[config.mk]
export PLATFORM = sky130hd
export DESIGN_NAME = mtf_mmu_regs
export DESIGN_NICKNAME = d
export VERILOG_FILES = /design/src/rtl/mtf_pkg.sv /design/src/rtl/mtf_mmu_regs.sv
export VERILOG_INCLUDE_DIRS = /design/src /design/src/rtl
export SDC_FILE = /design/constraint.sdc
export NUM_CORES = 1
export LEC_CHECK = 0
export ABC_AREA = 1
export BUFFER_PORTS_ARGS = -buffer_cell sky130_fd_sc_hd__buf_2
export CAP_MARGIN = 20
export CELL_PAD_IN_SITES_DETAIL_PLACEMENT = 1
export CELL_PAD_IN_SITES_GLOBAL_PLACEMENT = 2
export CORE_MARGIN = 2
export CORE_UTILIZATION = 34
export DETAILED_ROUTE_END_ITERATION = 10
export PLACE_DENSITY = 0.87
export SETUP_SLACK_MARGIN = 0.1
export SYNTH_ARGS = -nofsm -noshare
export SYNTH_HDL_FRONTEND = slang
export SYNTH_SLANG_ARGS = --single-unit
[constraint.sdc]
create_clock -name clk -period 12.1 [get_ports clk]
set_input_delay 1.815 -clock clk [delete_from_list [all_inputs] [get_ports clk]]
set_output_delay 1.815 -clock clk [all_outputs]
set_load 0.02 [all_outputs]
[src/rtl/mtf_regs.svh]
// Purpose: Constants for the per-strand MMU context, TSB and fault status registers
// Assumes: 64-bit alternate-space load/store port from the core
// Notes:   Offsets, field positions and codes as macros; types live in mtf_pkg
`ifndef MTF_REGS_SVH
`define MTF_REGS_SVH

// ****************************************************
// Address space numbers and offsets
// ****************************************************
`define MTF_ASI_CTX        8'h21
`define MTF_VA_PCTX        64'h0000_0000_0000_0008
`define MTF_VA_SCTX        64'h0000_0000_0000_0010
`define MTF_VA_SYNC_FAULT_STATUS        64'h0000_0000_0000_0018
`define MTF_VA_ZERO        64'h0000_0000_0000_0000
`define MTF_ASI_D_Z_B0     8'h31
`define MTF_ASI_D_Z_B1     8'h32
`define MTF_ASI_D_Z_CFG    8'h33
`define MTF_ASI_D_NZ_B0    8'h39
`define MTF_ASI_D_NZ_B1    8'h3a
`define MTF_ASI_D_NZ_CFG   8'h3b
`define MTF_ASI_I_Z_B0     8'h35
`define MTF_ASI_I_Z_B1     8'h36
`define MTF_ASI_I_Z_CFG    8'h37
`define MTF_ASI_I_NZ_B0    8'h3d
`define MTF_ASI_I_NZ_B1    8'h3e
`define MTF_ASI_I_NZ_CFG   8'h3f
`define MTF_ASI_I_MMU      8'h50
`define MTF_ASI_D_MMU      8'h58
`define MTF_ASI_I_PTR0     8'h51
`define MTF_ASI_I_PTR1     8'h52
`define MTF_ASI_D_PTR0     8'h59
`define MTF_ASI_D_PTR1     8'h5a

// ****************************************************
// Field positions and values
// ****************************************************
`define MTF_CTX_W          13
`define MTF_BASE_LSB       13
`define MTF_SPLIT_BIT      12
`define MTF_SIZE_W         4
`define MTF_SEXT_BIT       47
`define MTF_PS_W           3
`define MTF_PS1_LSB        8
`define MTF_PS0_LSB        0
`define MTF_PS_FALLBACK    3'h5
`define MTF_PS_8K          3'h0
`define MTF_PS_64K         3'h1
`define MTF_PS_4M          3'h3
`define MTF_PS_256M        3'h5
`define MTF_SHIFT_8K       6'h0d
`define MTF_SHIFT_64K      6'h10
`define MTF_SHIFT_4M       6'h16
`define MTF_SHIFT_256M     6'h1c
`define MTF_TSB_IDX_BITS   6'h09
`define MTF_TSB_ENT_SHIFT  6'h04
`define MTF_SYNC_FAULT_STATUS_W         24
`define MTF_SYNC_FAULT_STATUS_MASK      24'hff_3ff7
`define MTF_FT_LSB         7
`define MTF_FT_W           7
`define MTF_E_BIT          6
`define MTF_CT_LSB         4
`define MTF_W_BIT          2
`define MTF_OW_BIT         1
`define MTF_FV_BIT         0
`define MTF_FT_IMMU_MASK   7'h61
`define MTF_ASI_PRIM       8'h80
`define MTF_ASI_PRIM_LE    8'h88
`define MTF_ASI_NUC        8'h04
`define MTF_ASI_NUC_LE     8'h0c
`define MTF_ASI_RIO        8'h15
`define MTF_ASI_RIO_LE     8'h1d

`endif
[src/rtl/mtf_pkg.sv]
// Purpose: Types for the MMU context, TSB and fault status registers
// Assumes: mtf_regs.svh holds the numbers
// Notes:   Index layout of register arrays documented in the block
package mtf_pkg;

	// ****************************************************
	// Trap classes reported with a fault
	// ****************************************************
	typedef enum logic [2:0] {
		MTF_TRAP_MISS,
		MTF_TRAP_REAL_MISS,
		MTF_TRAP_ACC_EXC,
		MTF_TRAP_ACC_ERR,
		MTF_TRAP_OTHER
	} mtf_trap_type;

	// ****************************************************
	// Register targets of an alternate access
	// ****************************************************
	typedef enum logic [2:0] {
		MTF_SEL_NONE,
		MTF_SEL_PCTX,
		MTF_SEL_SCTX,
		MTF_SEL_BASE,
		MTF_SEL_CFG,
		MTF_SEL_SYNC_FAULT_STATUS,
		MTF_SEL_PTR
	} mtf_sel_type;

	typedef struct packed {
		mtf_sel_type kind;
		logic [2:0]  idx;
	} mtf_dec_type;

endpackage : mtf_pkg

[src/rtl/mtf_mmu_regs.sv]
// Purpose: Per-strand context, TSB base/config and fault status registers
// Assumes: One access and at most one fault per cycle; D index 0, I index 1
// Notes:   Answers come one cycle after the access is taken
`timescale 1ns/1ps
`include "mtf_regs.svh"

module mtf_mmu_regs
	import mtf_pkg::*;
(
	// Clock and reset
	input  wire logic          clk,
	input  wire logic          sys_rst,
	// Alternate-space access from the load-store unit
	input  wire logic          asi_valid,
	input  wire logic          asi_write,
	input  wire logic [7:0]    asi_num,
	input  wire logic [63:0]   asi_va,
	input  wire logic [63:0]   asi_wdata,
	output logic      [63:0]   asi_rdata,
	output logic               asi_done,
	output logic               asi_misalign,
	output logic               asi_illegal,
	// Tag access state for pointer formation
	input  wire logic [63:0]   i_tag_va,
	input  wire logic [12:0]   i_tag_ctx,
	input  wire logic [63:0]   d_tag_va,
	input  wire logic [12:0]   d_tag_ctx,
	// Fault report from trap logic
	input  wire logic          flt_valid,
	input  wire logic          flt_dmmu,
	input  wire mtf_trap_type  flt_trap,
	input  wire logic [6:0]    flt_kind,
	input  wire logic          flt_alt,
	input  wire logic [7:0]    flt_asi,
	input  wire logic          flt_tl_nonzero,
	input  wire logic          flt_jmpl_misalign,
	input  wire logic          flt_cle,
	input  wire logic          flt_tte_e,
	input  wire logic          flt_bypass,
	input  wire logic          flt_pa39,
	input  wire logic          flt_internal,
	input  wire logic [1:0]    flt_ctx,
	input  wire logic          flt_write,
	// Context numbers for translation
	output logic      [12:0]   pctx,
	output logic      [12:0]   sctx
);

	// ****************************************************
	// Helper functions
	// ****************************************************
	function automatic logic [63:0] sext47(input logic [63:0] x);
		sext47 = {{16{x[`MTF_SEXT_BIT]}}, x[`MTF_SEXT_BIT:0]};
	endfunction : sext47

	function automatic logic [2:0] ps_fix(input logic [2:0] code);
		ps_fix = `MTF_PS_FALLBACK;
		if (code == `MTF_PS_8K || code == `MTF_PS_64K || code == `MTF_PS_4M ||
			code == `MTF_PS_256M) begin
			ps_fix = code;
		end
	endfunction : ps_fix

	// Pointer: base with low bits replaced by entry index
	function automatic logic [63:0] tsb_ptr(input logic [63:0] base, input logic [63:0] va,
		input logic [2:0] ps, input logic second);
		logic [5:0]  shift;
		logic [5:0]  nbits;
		logic [5:0]  mbits;
		logic [63:0] idx;
		logic [63:0] off;
		logic [63:0] mask;
		shift = `MTF_SHIFT_8K;
		unique case (ps)
			`MTF_PS_64K:  shift = `MTF_SHIFT_64K;
			`MTF_PS_4M:   shift = `MTF_SHIFT_4M;
			`MTF_PS_256M: shift = `MTF_SHIFT_256M;
			default:      shift = `MTF_SHIFT_8K;
		endcase
		nbits = `MTF_TSB_IDX_BITS + {2'b00, base[3:0]};
		idx   = (va >> shift) & ((64'h0000_0000_0000_0001 << nbits) - 64'h0000_0000_0000_0001);
		off   = idx << `MTF_TSB_ENT_SHIFT;
		mbits = nbits + `MTF_TSB_ENT_SHIFT + {5'b0_0000, base[`MTF_SPLIT_BIT]};
		if (base[`MTF_SPLIT_BIT] && second) begin
			off = off | (64'h0000_0000_0000_0001 << (nbits + `MTF_TSB_ENT_SHIFT));
		end
		mask    = (64'h0000_0000_0000_0001 << mbits) - 64'h0000_0000_0000_0001;
		tsb_ptr = sext47((base & ~mask) | off);
	endfunction : tsb_ptr

	function automatic mtf_dec_type decode(input logic [7:0] asi, input logic [63:0] va);
		decode = '{kind: MTF_SEL_NONE, idx: 3'h0};
		unique case (asi)
			`MTF_ASI_CTX: begin
				if (va == `MTF_VA_PCTX) decode.kind = MTF_SEL_PCTX;
				if (va == `MTF_VA_SCTX) decode.kind = MTF_SEL_SCTX;
			end
			`MTF_ASI_D_Z_B0:   decode = '{MTF_SEL_BASE, 3'h0};
			`MTF_ASI_D_Z_B1:   decode = '{MTF_SEL_BASE, 3'h1};
			`MTF_ASI_D_NZ_B0:  decode = '{MTF_SEL_BASE, 3'h2};
			`MTF_ASI_D_NZ_B1:  decode = '{MTF_SEL_BASE, 3'h3};
			`MTF_ASI_I_Z_B0:   decode = '{MTF_SEL_BASE, 3'h4};
			`MTF_ASI_I_Z_B1:   decode = '{MTF_SEL_BASE, 3'h5};
			`MTF_ASI_I_NZ_B0:  decode = '{MTF_SEL_BASE, 3'h6};
			`MTF_ASI_I_NZ_B1:  decode = '{MTF_SEL_BASE, 3'h7};
			`MTF_ASI_D_Z_CFG:  decode = '{MTF_SEL_CFG, 3'h0};
			`MTF_ASI_D_NZ_CFG: decode = '{MTF_SEL_CFG, 3'h1};
			`MTF_ASI_I_Z_CFG:  decode = '{MTF_SEL_CFG, 3'h2};
			`MTF_ASI_I_NZ_CFG: decode = '{MTF_SEL_CFG, 3'h3};
			`MTF_ASI_D_MMU:    if (va == `MTF_VA_SYNC_FAULT_STATUS) decode = '{MTF_SEL_SYNC_FAULT_STATUS, 3'h0};
			`MTF_ASI_I_MMU:    if (va == `MTF_VA_SYNC_FAULT_STATUS) decode = '{MTF_SEL_SYNC_FAULT_STATUS, 3'h1};
			`MTF_ASI_D_PTR0:   decode = '{MTF_SEL_PTR, 3'h0};
			`MTF_ASI_D_PTR1:   decode = '{MTF_SEL_PTR, 3'h1};
			`MTF_ASI_I_PTR0:   decode = '{MTF_SEL_PTR, 3'h2};
			`MTF_ASI_I_PTR1:   decode = '{MTF_SEL_PTR, 3'h3};
			default:           decode = '{MTF_SEL_NONE, 3'h0};
		endcase
		if (decode.kind != MTF_SEL_PTR && decode.kind != MTF_SEL_BASE &&
			decode.kind != MTF_SEL_CFG && decode.kind != MTF_SEL_NONE) begin
			decode = decode;
		end else if (decode.kind != MTF_SEL_NONE && va != `MTF_VA_ZERO) begin
			decode.kind = MTF_SEL_NONE;
		end
	endfunction : decode

	// ****************************************************
	// State
	// ****************************************************
	logic [12:0] pctx_reg, pctx_next;
	logic [12:0] sctx_reg, sctx_next;
	logic [63:0] base_reg [0:7];
	logic [63:0] base_next [0:7];
	logic [5:0]  cfg_reg [0:3];
	logic [5:0]  cfg_next [0:3];
	logic [23:0] sync_fault_status_reg [0:1];
	logic [23:0] sync_fault_status_next [0:1];
	logic [63:0] rdata_reg, rdata_next;
	logic        done_reg, done_next;
	logic        mis_reg, mis_next;
	logic        ill_reg, ill_next;

	mtf_dec_type dec;
	logic        misaligned;
	logic        take;
	logic        flt_rec;
	logic [23:0] flt_img;
	logic [7:0]  flt_asi_eff;
	logic [6:0]  flt_ft;
	logic        flt_e;
	logic [63:0] ptr_val;

	assign pctx         = pctx_reg;
	assign sctx         = sctx_reg;
	assign asi_rdata    = rdata_reg;
	assign asi_done     = done_reg;
	assign asi_misalign = mis_reg;
	assign asi_illegal  = ill_reg;

	// ****************************************************
	// Access decode and pointer formation
	// ****************************************************
	always_comb begin
		logic       mmu_i;
		logic       nz;
		logic       sel;
		logic [5:0] cfg;
		mmu_i      = 1'b0;
		nz         = 1'b0;
		sel        = 1'b0;
		cfg        = 6'h00;
		dec        = decode(asi_num, asi_va);
		misaligned = asi_va[2:0] != 3'h0;
		take       = asi_valid && !misaligned && dec.kind != MTF_SEL_NONE &&
			!(asi_write && dec.kind == MTF_SEL_PTR);
		mmu_i = dec.idx[1];
		sel   = dec.idx[0];
		nz    = mmu_i ? (i_tag_ctx != 13'h0000) : (d_tag_ctx != 13'h0000);
		cfg   = cfg_reg[{mmu_i, nz}];
		ptr_val = tsb_ptr(base_reg[{mmu_i, nz, sel}], mmu_i ? i_tag_va : d_tag_va,
			sel ? cfg[5:3] : cfg[2:0], sel);
	end

	// ****************************************************
	// Fault record image
	// ****************************************************
	always_comb begin
		logic fv_old;
		fv_old = sync_fault_status_reg[flt_dmmu ? 1'b0 : 1'b1][`MTF_FV_BIT];
		if (flt_alt) begin
			flt_asi_eff = flt_asi;
		end else if (flt_jmpl_misalign || !flt_tl_nonzero) begin
			flt_asi_eff = flt_cle ? `MTF_ASI_PRIM_LE : `MTF_ASI_PRIM;
		end else begin
			flt_asi_eff = flt_cle ? `MTF_ASI_NUC_LE : `MTF_ASI_NUC;
		end
		if (flt_dmmu) begin
			flt_ft = (flt_trap == MTF_TRAP_ACC_EXC) ? flt_kind : 7'h00;
			flt_e  = !flt_internal && ((flt_asi_eff == `MTF_ASI_RIO) ||
				(flt_asi_eff == `MTF_ASI_RIO_LE) || (flt_bypass ? flt_pa39 : flt_tte_e));
		end else begin
			flt_ft = (flt_trap == MTF_TRAP_ACC_EXC) ? (flt_kind & `MTF_FT_IMMU_MASK)
				: 7'h00;
			flt_e  = 1'b0;
		end
		flt_rec = flt_valid && (flt_trap != MTF_TRAP_MISS) &&
			(flt_trap != MTF_TRAP_REAL_MISS) &&
			(flt_dmmu || flt_trap == MTF_TRAP_ACC_EXC || flt_trap == MTF_TRAP_ACC_ERR);
		flt_img = {flt_asi_eff, 2'b00, flt_ft, flt_e, flt_ctx, 1'b0,
			flt_dmmu && flt_write, fv_old, 1'b1};
	end

	// ****************************************************
	// Next state
	// ****************************************************
	always_comb begin
		pctx_next  = pctx_reg;
		sctx_next  = sctx_reg;
		base_next  = base_reg;
		cfg_next   = cfg_reg;
		sync_fault_status_next  = sync_fault_status_reg;
		rdata_next = 64'h0000_0000_0000_0000;
		done_next  = asi_valid;
		mis_next   = asi_valid && misaligned;
		ill_next   = asi_valid && !misaligned && !take;
		if (take && asi_write) begin
			unique case (dec.kind)
				MTF_SEL_PCTX: pctx_next = asi_wdata[12:0];
				MTF_SEL_SCTX: sctx_next = asi_wdata[12:0];
				MTF_SEL_BASE: base_next[dec.idx] = {asi_wdata[63:13],
					asi_wdata[`MTF_SPLIT_BIT], 8'h00, asi_wdata[3:0]};
				MTF_SEL_CFG: cfg_next[dec.idx[1:0]] = {ps_fix(asi_wdata[10:8]),
					ps_fix(asi_wdata[2:0])};
				MTF_SEL_SYNC_FAULT_STATUS: sync_fault_status_next[dec.idx[0]] = asi_wdata[23:0] & `MTF_SYNC_FAULT_STATUS_MASK &
					(dec.idx[0] ? 24'hff_3fb3 : 24'hff_3ff7);
				default: pctx_next = pctx_reg;
			endcase
		end
		if (flt_rec) begin
			sync_fault_status_next[flt_dmmu ? 1'b0 : 1'b1] = flt_img;
		end
		if (take && !asi_write) begin
			unique case (dec.kind)
				MTF_SEL_PCTX: rdata_next = {51'h0, pctx_reg};
				MTF_SEL_SCTX: rdata_next = {51'h0, sctx_reg};
				MTF_SEL_BASE: rdata_next = sext47(base_reg[dec.idx]);
				MTF_SEL_CFG: rdata_next = {53'h0, cfg_reg[dec.idx[1:0]][5:3], 5'h00,
					cfg_reg[dec.idx[1:0]][2:0]};
				MTF_SEL_SYNC_FAULT_STATUS: rdata_next = {40'h0, sync_fault_status_reg[dec.idx[0]]};
				MTF_SEL_PTR: rdata_next = ptr_val;
				default: rdata_next = 64'h0000_0000_0000_0000;
			endcase
		end
	end

	always_ff @(posedge clk) begin
		if (sys_rst) begin
			pctx_reg  <= 13'h0000;
			sctx_reg  <= 13'h0000;
			base_reg  <= '{default: 64'h0000_0000_0000_0000};
			cfg_reg   <= '{default: 6'h00};
			sync_fault_status_reg  <= '{default: 24'h00_0000};
			rdata_reg <= 64'h0000_0000_0000_0000;
			done_reg  <= 1'b0;
			mis_reg   <= 1'b0;
			ill_reg   <= 1'b0;
		end else begin
			pctx_reg  <= pctx_next;
			sctx_reg  <= sctx_next;
			base_reg  <= base_next;
			cfg_reg   <= cfg_next;
			sync_fault_status_reg  <= sync_fault_status_next;
			rdata_reg <= rdata_next;
			done_reg  <= done_next;
			mis_reg   <= mis_next;
			ill_reg   <= ill_next;
		end
	end
endmodule : mtf_mmu_regs

==> flow_metrics.env, run 1 <==
export IMPL_rr_worst_depth=25
export IMPL_path_max_fanout=71
export IMPL_max_freq_mhz=111
export IMPL_hold_buffers=0
export IMPL_root_buffer="clkbuf_16"
export IMPL_synth_top_cell_by_area="dfxtp_1"
export IMPL_crit_slowest_cell="buf_4"
export IMPL_finalClockSkew_ns=0.0442
export IMPL_relSlewSlack_pct=18.7
export IMPL_power_switching_mw=1.06
export IMPL_ys_flop_type="dfxtp_1"
export IMPL_layout_nets=5033
export IMPL_cap_viol_max_count=0
export IMPL_clock_sinks=469
export IMPL_r2r_setup_slack_ns=6.57
export IMPL_drtAntennaViolNets=0
export IMPL_cts_tree="done"
export IMPL_synth_seq_cells=469
export IMPL_cellLeakagePower_nw=14.3
export IMPL_synth_async_reset_ratio_pct=0
export IMPL_hp_start="sync_fault_status_reg[6]"
export IMPL_status="finished clean"
export IMPL_dp_hpwl_um=96100
export IMPL_rsz0062_at_grt="false"
export IMPL_routabilityCongestion=0.989
export IMPL_clk_transition_reported_paths_ns=0.06
export IMPL_p_comb_share_pct=12.1
export IMPL_path_class="in -> reg"
export IMPL_crit_path_end="asi_rdata[14]"
export IMPL_num_rows=107
export IMPL_layout_drive_gt1_share_pct=14.3
export IMPL_switching_share_pct=28.2
export IMPL_end_kind="flip-flop"
export IMPL_cts_made_buffers=53
export IMPL_drtIter0Drc=2856
export IMPL_synth_top_area_share_pct=32.3
export IMPL_areaGrowthSynthToFinish_pct=14.0
export IMPL_synth_avg_cell_area_um2=6.40
export IMPL_finalSetupTns_ns=0
export IMPL_start_kind="primary input"
export IMPL_worstReg2RegStart="base_reg[321]"
export IMPL_crit_path_start="asi_num[7]"
export IMPL_synth_seq_area_share_pct=32.3
export IMPL_irDropWorstVdd_uv=120
export IMPL_gr_total_overflow=0
export IMPL_drt_wirelength_per_cell_um=23.4
export IMPL_p_per_area_nw_per_um2=113
export IMPL_worst_hold_path_type="reg -> reg"
export IMPL_p_int_mw=2.68
export IMPL_antenna_found_initial=8
export IMPL_vias=33400
export IMPL_io_pins=418
export IMPL_insertedDiodeCount=0
export IMPL_start_util_pct=34.2
export IMPL_firstDrtPassIters=5
export IMPL_ys_types=73
export IMPL_grt_pass1_vias=32600
export IMPL_clkPwrFrac_pct=46.5
export IMPL_h_tree_depth=2
export IMPL_fin_crit_sh_pct=74.4
export IMPL_port_buffer_count=375
export IMPL_synth_most_common_cell="nand2_1"
export IMPL_grt_pass1_wl_um=206000
export IMPL_yosys_warnings=0
export IMPL_slew_violations=0
export IMPL_setup_viol=0
export IMPL_largest_register_ffs=320
export IMPL_cp_arrival_ns=9.49
export IMPL_die_h_um=296
export IMPL_period_minus_slack_ns=9.00
export IMPL_grt_max_degree=130
export IMPL_die_x_um=296
export IMPL_drc=0
export IMPL_via_per_inst=5.68
export IMPL_slowest_delay_ns=0.77
export IMPL_synth_edf_count=0
export IMPL_r2r_end="asi_rdata[14]"
export IMPL_coreArea_um2=85000
export IMPL_cts_setup_buffers=0
export IMPL_hold_viol_final=0
export IMPL_post_cts_resized=0
export IMPL_fin_hold_ws_ns=0.447
export IMPL_worst_slew_pin_slew_ns=1.21
export IMPL_seqPwrFrac_pct=41.5
export IMPL_syn_area_um2=29100
export IMPL_grt_use_total_pct=30.6
export IMPL_die_area_um2=87900
export IMPL_synth_common_cells="1119 x nand2_1, 490 x a21oi_1, 469 x dfxtp_1, 378 x o21ai_0, 369 x nor2_1"
export IMPL_fill_cells=11200
export IMPL_wl_um=138000
export IMPL_clock_latency_ns=0.66
export IMPL_synthCells=4544
export IMPL_required_ns=12.58
export IMPL_synth_area_leaders="dfxtp_1 32%, nand2_1 14%, a21oi_1 8.4%"
export IMPL_clockBufferDepth=3
[per-layer routing]
metal	vias to the layer above	global-route usage [%]	share of wire [%]
met5	-	0	0.064
met4	14	10.8	3.7
met3	240	4.31	6.7
met2	1107	49.1	45
met1	16300	41.8	45
li1	15700	-	-
[power by group through the flow]
stage | Clock [mW] | Sequential [mW] | Combinational, mW
2_1_floorplan | 0 | 1.59 | 0.256
5_1_grt | 1.82 | 1.55 | 0.485
3_3_place_gp | 0 | 1.59 | 0.437
6_report | 1.74 | 1.55 | 0.451
4_1_cts | 1.75 | 1.55 | 0.442
3_5_place_dp | 0 | 1.59 | 0.440
[critical path, delay by kind of cell]
| kind | cells | cell delay [ns] |
|---|---|---|
| and+or+nand+nor | 21 | 3.95 |
| AOI/OAI and AO/OA | 3 | 0.68 |
| adders and majority gates | 2 | 0.90 |
| buffers and inverters | 6 | 2.03 |
[worst min-delay path by stage]
| stage | to | slack (ns) | cells past startpoint |
|---|---|---|---|
| final | sync_fault_status_reg[6] | 0.45 | 2 |
| after global routing | sync_fault_status_reg[6] | 0.47 | 2 |
| after CTS | sync_fault_status_reg[6] | 0.44 | 2 |
| after detailed placement | sync_fault_status_reg[6] | 0.43 | 2 |
| after global placement | sync_fault_status_reg[6] | 0.43 | 2 |
| after floorplan | sync_fault_status_reg[6] | 0.42 | 2 |
[cell usage in the layout (no fill, tap or decap), drive strengths merged, types with 19 or more instances in the layout]
cell type,count
a211oi,44
a21oi,493
a31oi,25
buf,426
clkbuf,79
clkinv,19
dfxtp,469
inv,327
mux2i,35
nand2,1159
nand3,335
nand4,31
nor2,409
nor3,125
nor4,104
o211ai,60
o21ai,400
o22ai,41
or2,29
[per-stage QoR]
| stage | util (%) | setup slack (ns) | std cells | cell area [µm²] | total power, mW |
|---|---|---|---|---|---|
| final | 39.0 | 3.10 | 5883 | 33200 | 3.74 |
| after global routing | 39.0 | 2.74 | 5883 | 33200 | 3.85 |
| after CTS | 39.0 | 3.29 | 5880 | 33100 | 3.75 |
| after detailed placement | 36.8 | 2.68 | 5783 | 31300 | 2.03 |
| after global placement | 36.8 | 2.73 | 5783 | 31300 | 2.02 |
| after floorplan | - | 6.07 | 4545 | 29100 | 1.84 |
[area by class of cell]
| cell class | instances | area [µm²] | share of cell area, % |
|---|---|---|---|
| clock buffers | 78 | 1530 | 4.61 |
| clock inverters | 19 | 327 | 0.985 |
| inverters | 335 | 1270 | 3.84 |
| multi-input cells | 3411 | 16900 | 51.0 |
| flip-flops and latches | 469 | 9390 | 28.3 |
| well taps | 1144 | 1430 | 4.32 |
| repair buffers | 427 | 2290 | 6.90 |
[cell families after synthesis]
kind of cell             share of synthesized area, %
other                                          0.0129
XOR/XNOR                                        0.120
multiplexers                                     1.20
adder cells (fa/ha/maj)                         0.473
AND/OR/NAND/NOR                                  34.1
flip-flops                                       32.3
AO/OA/AOI/OAI                                    22.1
buffers and inverters                            9.74
Power figures use the tool's default switching activity.
==> run 2: changes to the inputs <==
Settings changed: CORE_UTILIZATION 34 to 28, PLACE_DENSITY 0.87 to 0.76.
Clock period 12.1 ns to 7.3 ns, I/O delays scaled along.
==> flow_metrics.env, run 2 (synthesis gave the netlist of run 1 again) <==
export IMPL_period_minus_slack_ns=6.36
export IMPL_hp_start="sync_fault_status_reg[2]"
export IMPL_clock_sinks=469
export IMPL_clock_latency_ns=0.65
export IMPL_antenna_found_initial=10
export IMPL_io_pins=418
export IMPL_grt_pass1_wl_um=215000
export IMPL_cts_tree="done"
export IMPL_die_area_um2=106000
export IMPL_coreArea_um2=103000
export IMPL_worst_hold_path_type="reg -> reg"
export IMPL_postPlaceCellArea_um2=31800
export IMPL_crit_top_cell="nand2_1"
export IMPL_max_freq_mhz=157
export IMPL_grt_pass1_vias=32700
export IMPL_clk_transition_reported_paths_ns=0.06
export IMPL_cts_setup_buffers=0
export IMPL_setup_viol=0
export IMPL_final_common_cell="nand2_1"
export IMPL_path_buf_inv=7
export IMPL_final_area_um2=33600
export IMPL_h_tree_depth=2
export IMPL_worst_slack_ns=0.941
export IMPL_ff_latch_area_um2=9390
export IMPL_rsz0062_at_grt="false"
export IMPL_status="finished clean"
export IMPL_crit_slowest_cell="nor2_1"
export IMPL_firstDrtPassIters=6
export IMPL_routabilityCongestion=0.993
export IMPL_num_rows=118
export IMPL_fin_total_pwr_mw=6.24
export IMPL_cap_viol_max_count=0
export IMPL_crit_path_start="asi_num[7]"
export IMPL_dp_hpwl_um=102000
export IMPL_start_kind="primary input"
export IMPL_root_buffer="clkbuf_16"
export IMPL_clockBufferDepth=3
export IMPL_path_class="in -> reg"
export IMPL_slowest_delay_ns=0.39
export IMPL_relSlewSlack_pct=29.5
export IMPL_post_cts_resized=0
export IMPL_preCtsSetupSlack_ns=0.310
export IMPL_grt_max_degree=156
export IMPL_areaGrowthSynthToFinish_pct=15.7
export IMPL_drt_wirelength_per_cell_um=23.4
export IMPL_largest_register_ffs=320
export IMPL_finalClockSkew_ns=0.0396
export IMPL_vias=33000
export IMPL_path_delay_family="simple AND/OR/NAND/NOR gates"
export IMPL_multi_input_area_um2=16900
export IMPL_slew_violations=0
export IMPL_drc=0
export IMPL_grt_use_total_pct=26.2
export IMPL_start_util_pct=28.1
export IMPL_place_inst=6041
export IMPL_die_h_um=326
export IMPL_port_buffer_count=375
export IMPL_hold_buffers=0
export IMPL_fin_cells=6142
export IMPL_layout_drive_gt1_share_pct=14.8
export IMPL_cp_arrival_ns=6.88
export IMPL_cts_made_buffers=55
export IMPL_cellLeakagePower_nw=14.5
export IMPL_worst_slew_pin_slew_ns=1.06
export IMPL_layout_nets=5054
export IMPL_fin_crit_sh_pct=87.1
export IMPL_required_ns=7.82
export IMPL_fill_cells=13400
export IMPL_gr_total_overflow=0
export IMPL_hold_viol_final=0
export IMPL_path_max_fanout=32
export IMPL_layout_common_cells="1119 x nand2_1, 490 x a21oi_1, 469 x dfxtp_1, 378 x o21ai_0, 374 x buf_2"
export IMPL_worstReg2RegStart="base_reg[321]"
export IMPL_end_kind="flip-flop"
export IMPL_wl_um=144000
export IMPL_drtIter0Drc=2685
export IMPL_via_per_inst=5.37
export IMPL_die_x_um=326
export IMPL_p_per_area_nw_per_um2=185
export IMPL_drtAntennaViolNets=0
export IMPL_finalSetupTns_ns=0
export IMPL_irDropWorstVdd_uv=149
run 2: cell count changes in the layout (fill, tap and decap cells not counted), sizes merged:
cell / delta
bufinv: -3
diode: +2
inv: +3
clkinv: -2
clkbuf: +3
buf: +20
run 2: final timing paths:
check	to	slack, ns	cells past startpoint
worst max register to register	asi_rdata[36]	2.52	27
worst max-delay path	asi_rdata[36]	0.94	36
worst min-delay path	sync_fault_status_reg[2]	0.44	2
worst min register to register	sync_fault_status_reg[2]	0.44	2
run 2: final cells by class:
cell class              instances  share of cell area, %
multi-input cells            3411                   50.3
flip-flops and latches        469                   27.9
repair buffers                446                   7.32
well taps                    1380                   5.13
clock buffers                  82                   4.87
inverters                     335                   3.79
clock inverters                17                  0.695
diodes                          2                 0.0149
run 2: report_power, final:
group | internal, mW | switching, mW | total (mW)
Clock | 1.67 | 1.23 | 2.90
Sequential | 2.57 | 0.00403 | 2.57
Combinational | 0.212 | 0.556 | 0.767
Total | 4.45 | 1.79 | 6.24
run 2: per-stage QoR:
step	hold WS [ns]	utilization [%]
after floorplan	0.419	-
final	0.444	32.6
after global placement	0.427	30.7
after CTS	0.447	32.6
after detailed placement	0.438	30.7
after global routing	0.459	32.6
run 2: per-layer routing:
metal | vias to the layer above | routed length, µm | GRT usage, %
li1 | 15700 | - | -
met1 | 16100 | 64900 | 35.5
met2 | 955 | 66200 | 43.0
met3 | 213 | 7670 | 3.14
met4 | 14 | 5000 | 8.67
met5 | - | 75 | 0
run 2: tightest hold or removal path: stages, from the launching register on:
cell and delay [ns]:
dfxtp_1 0.29, inv_1 0.06, nor3_1 0.05
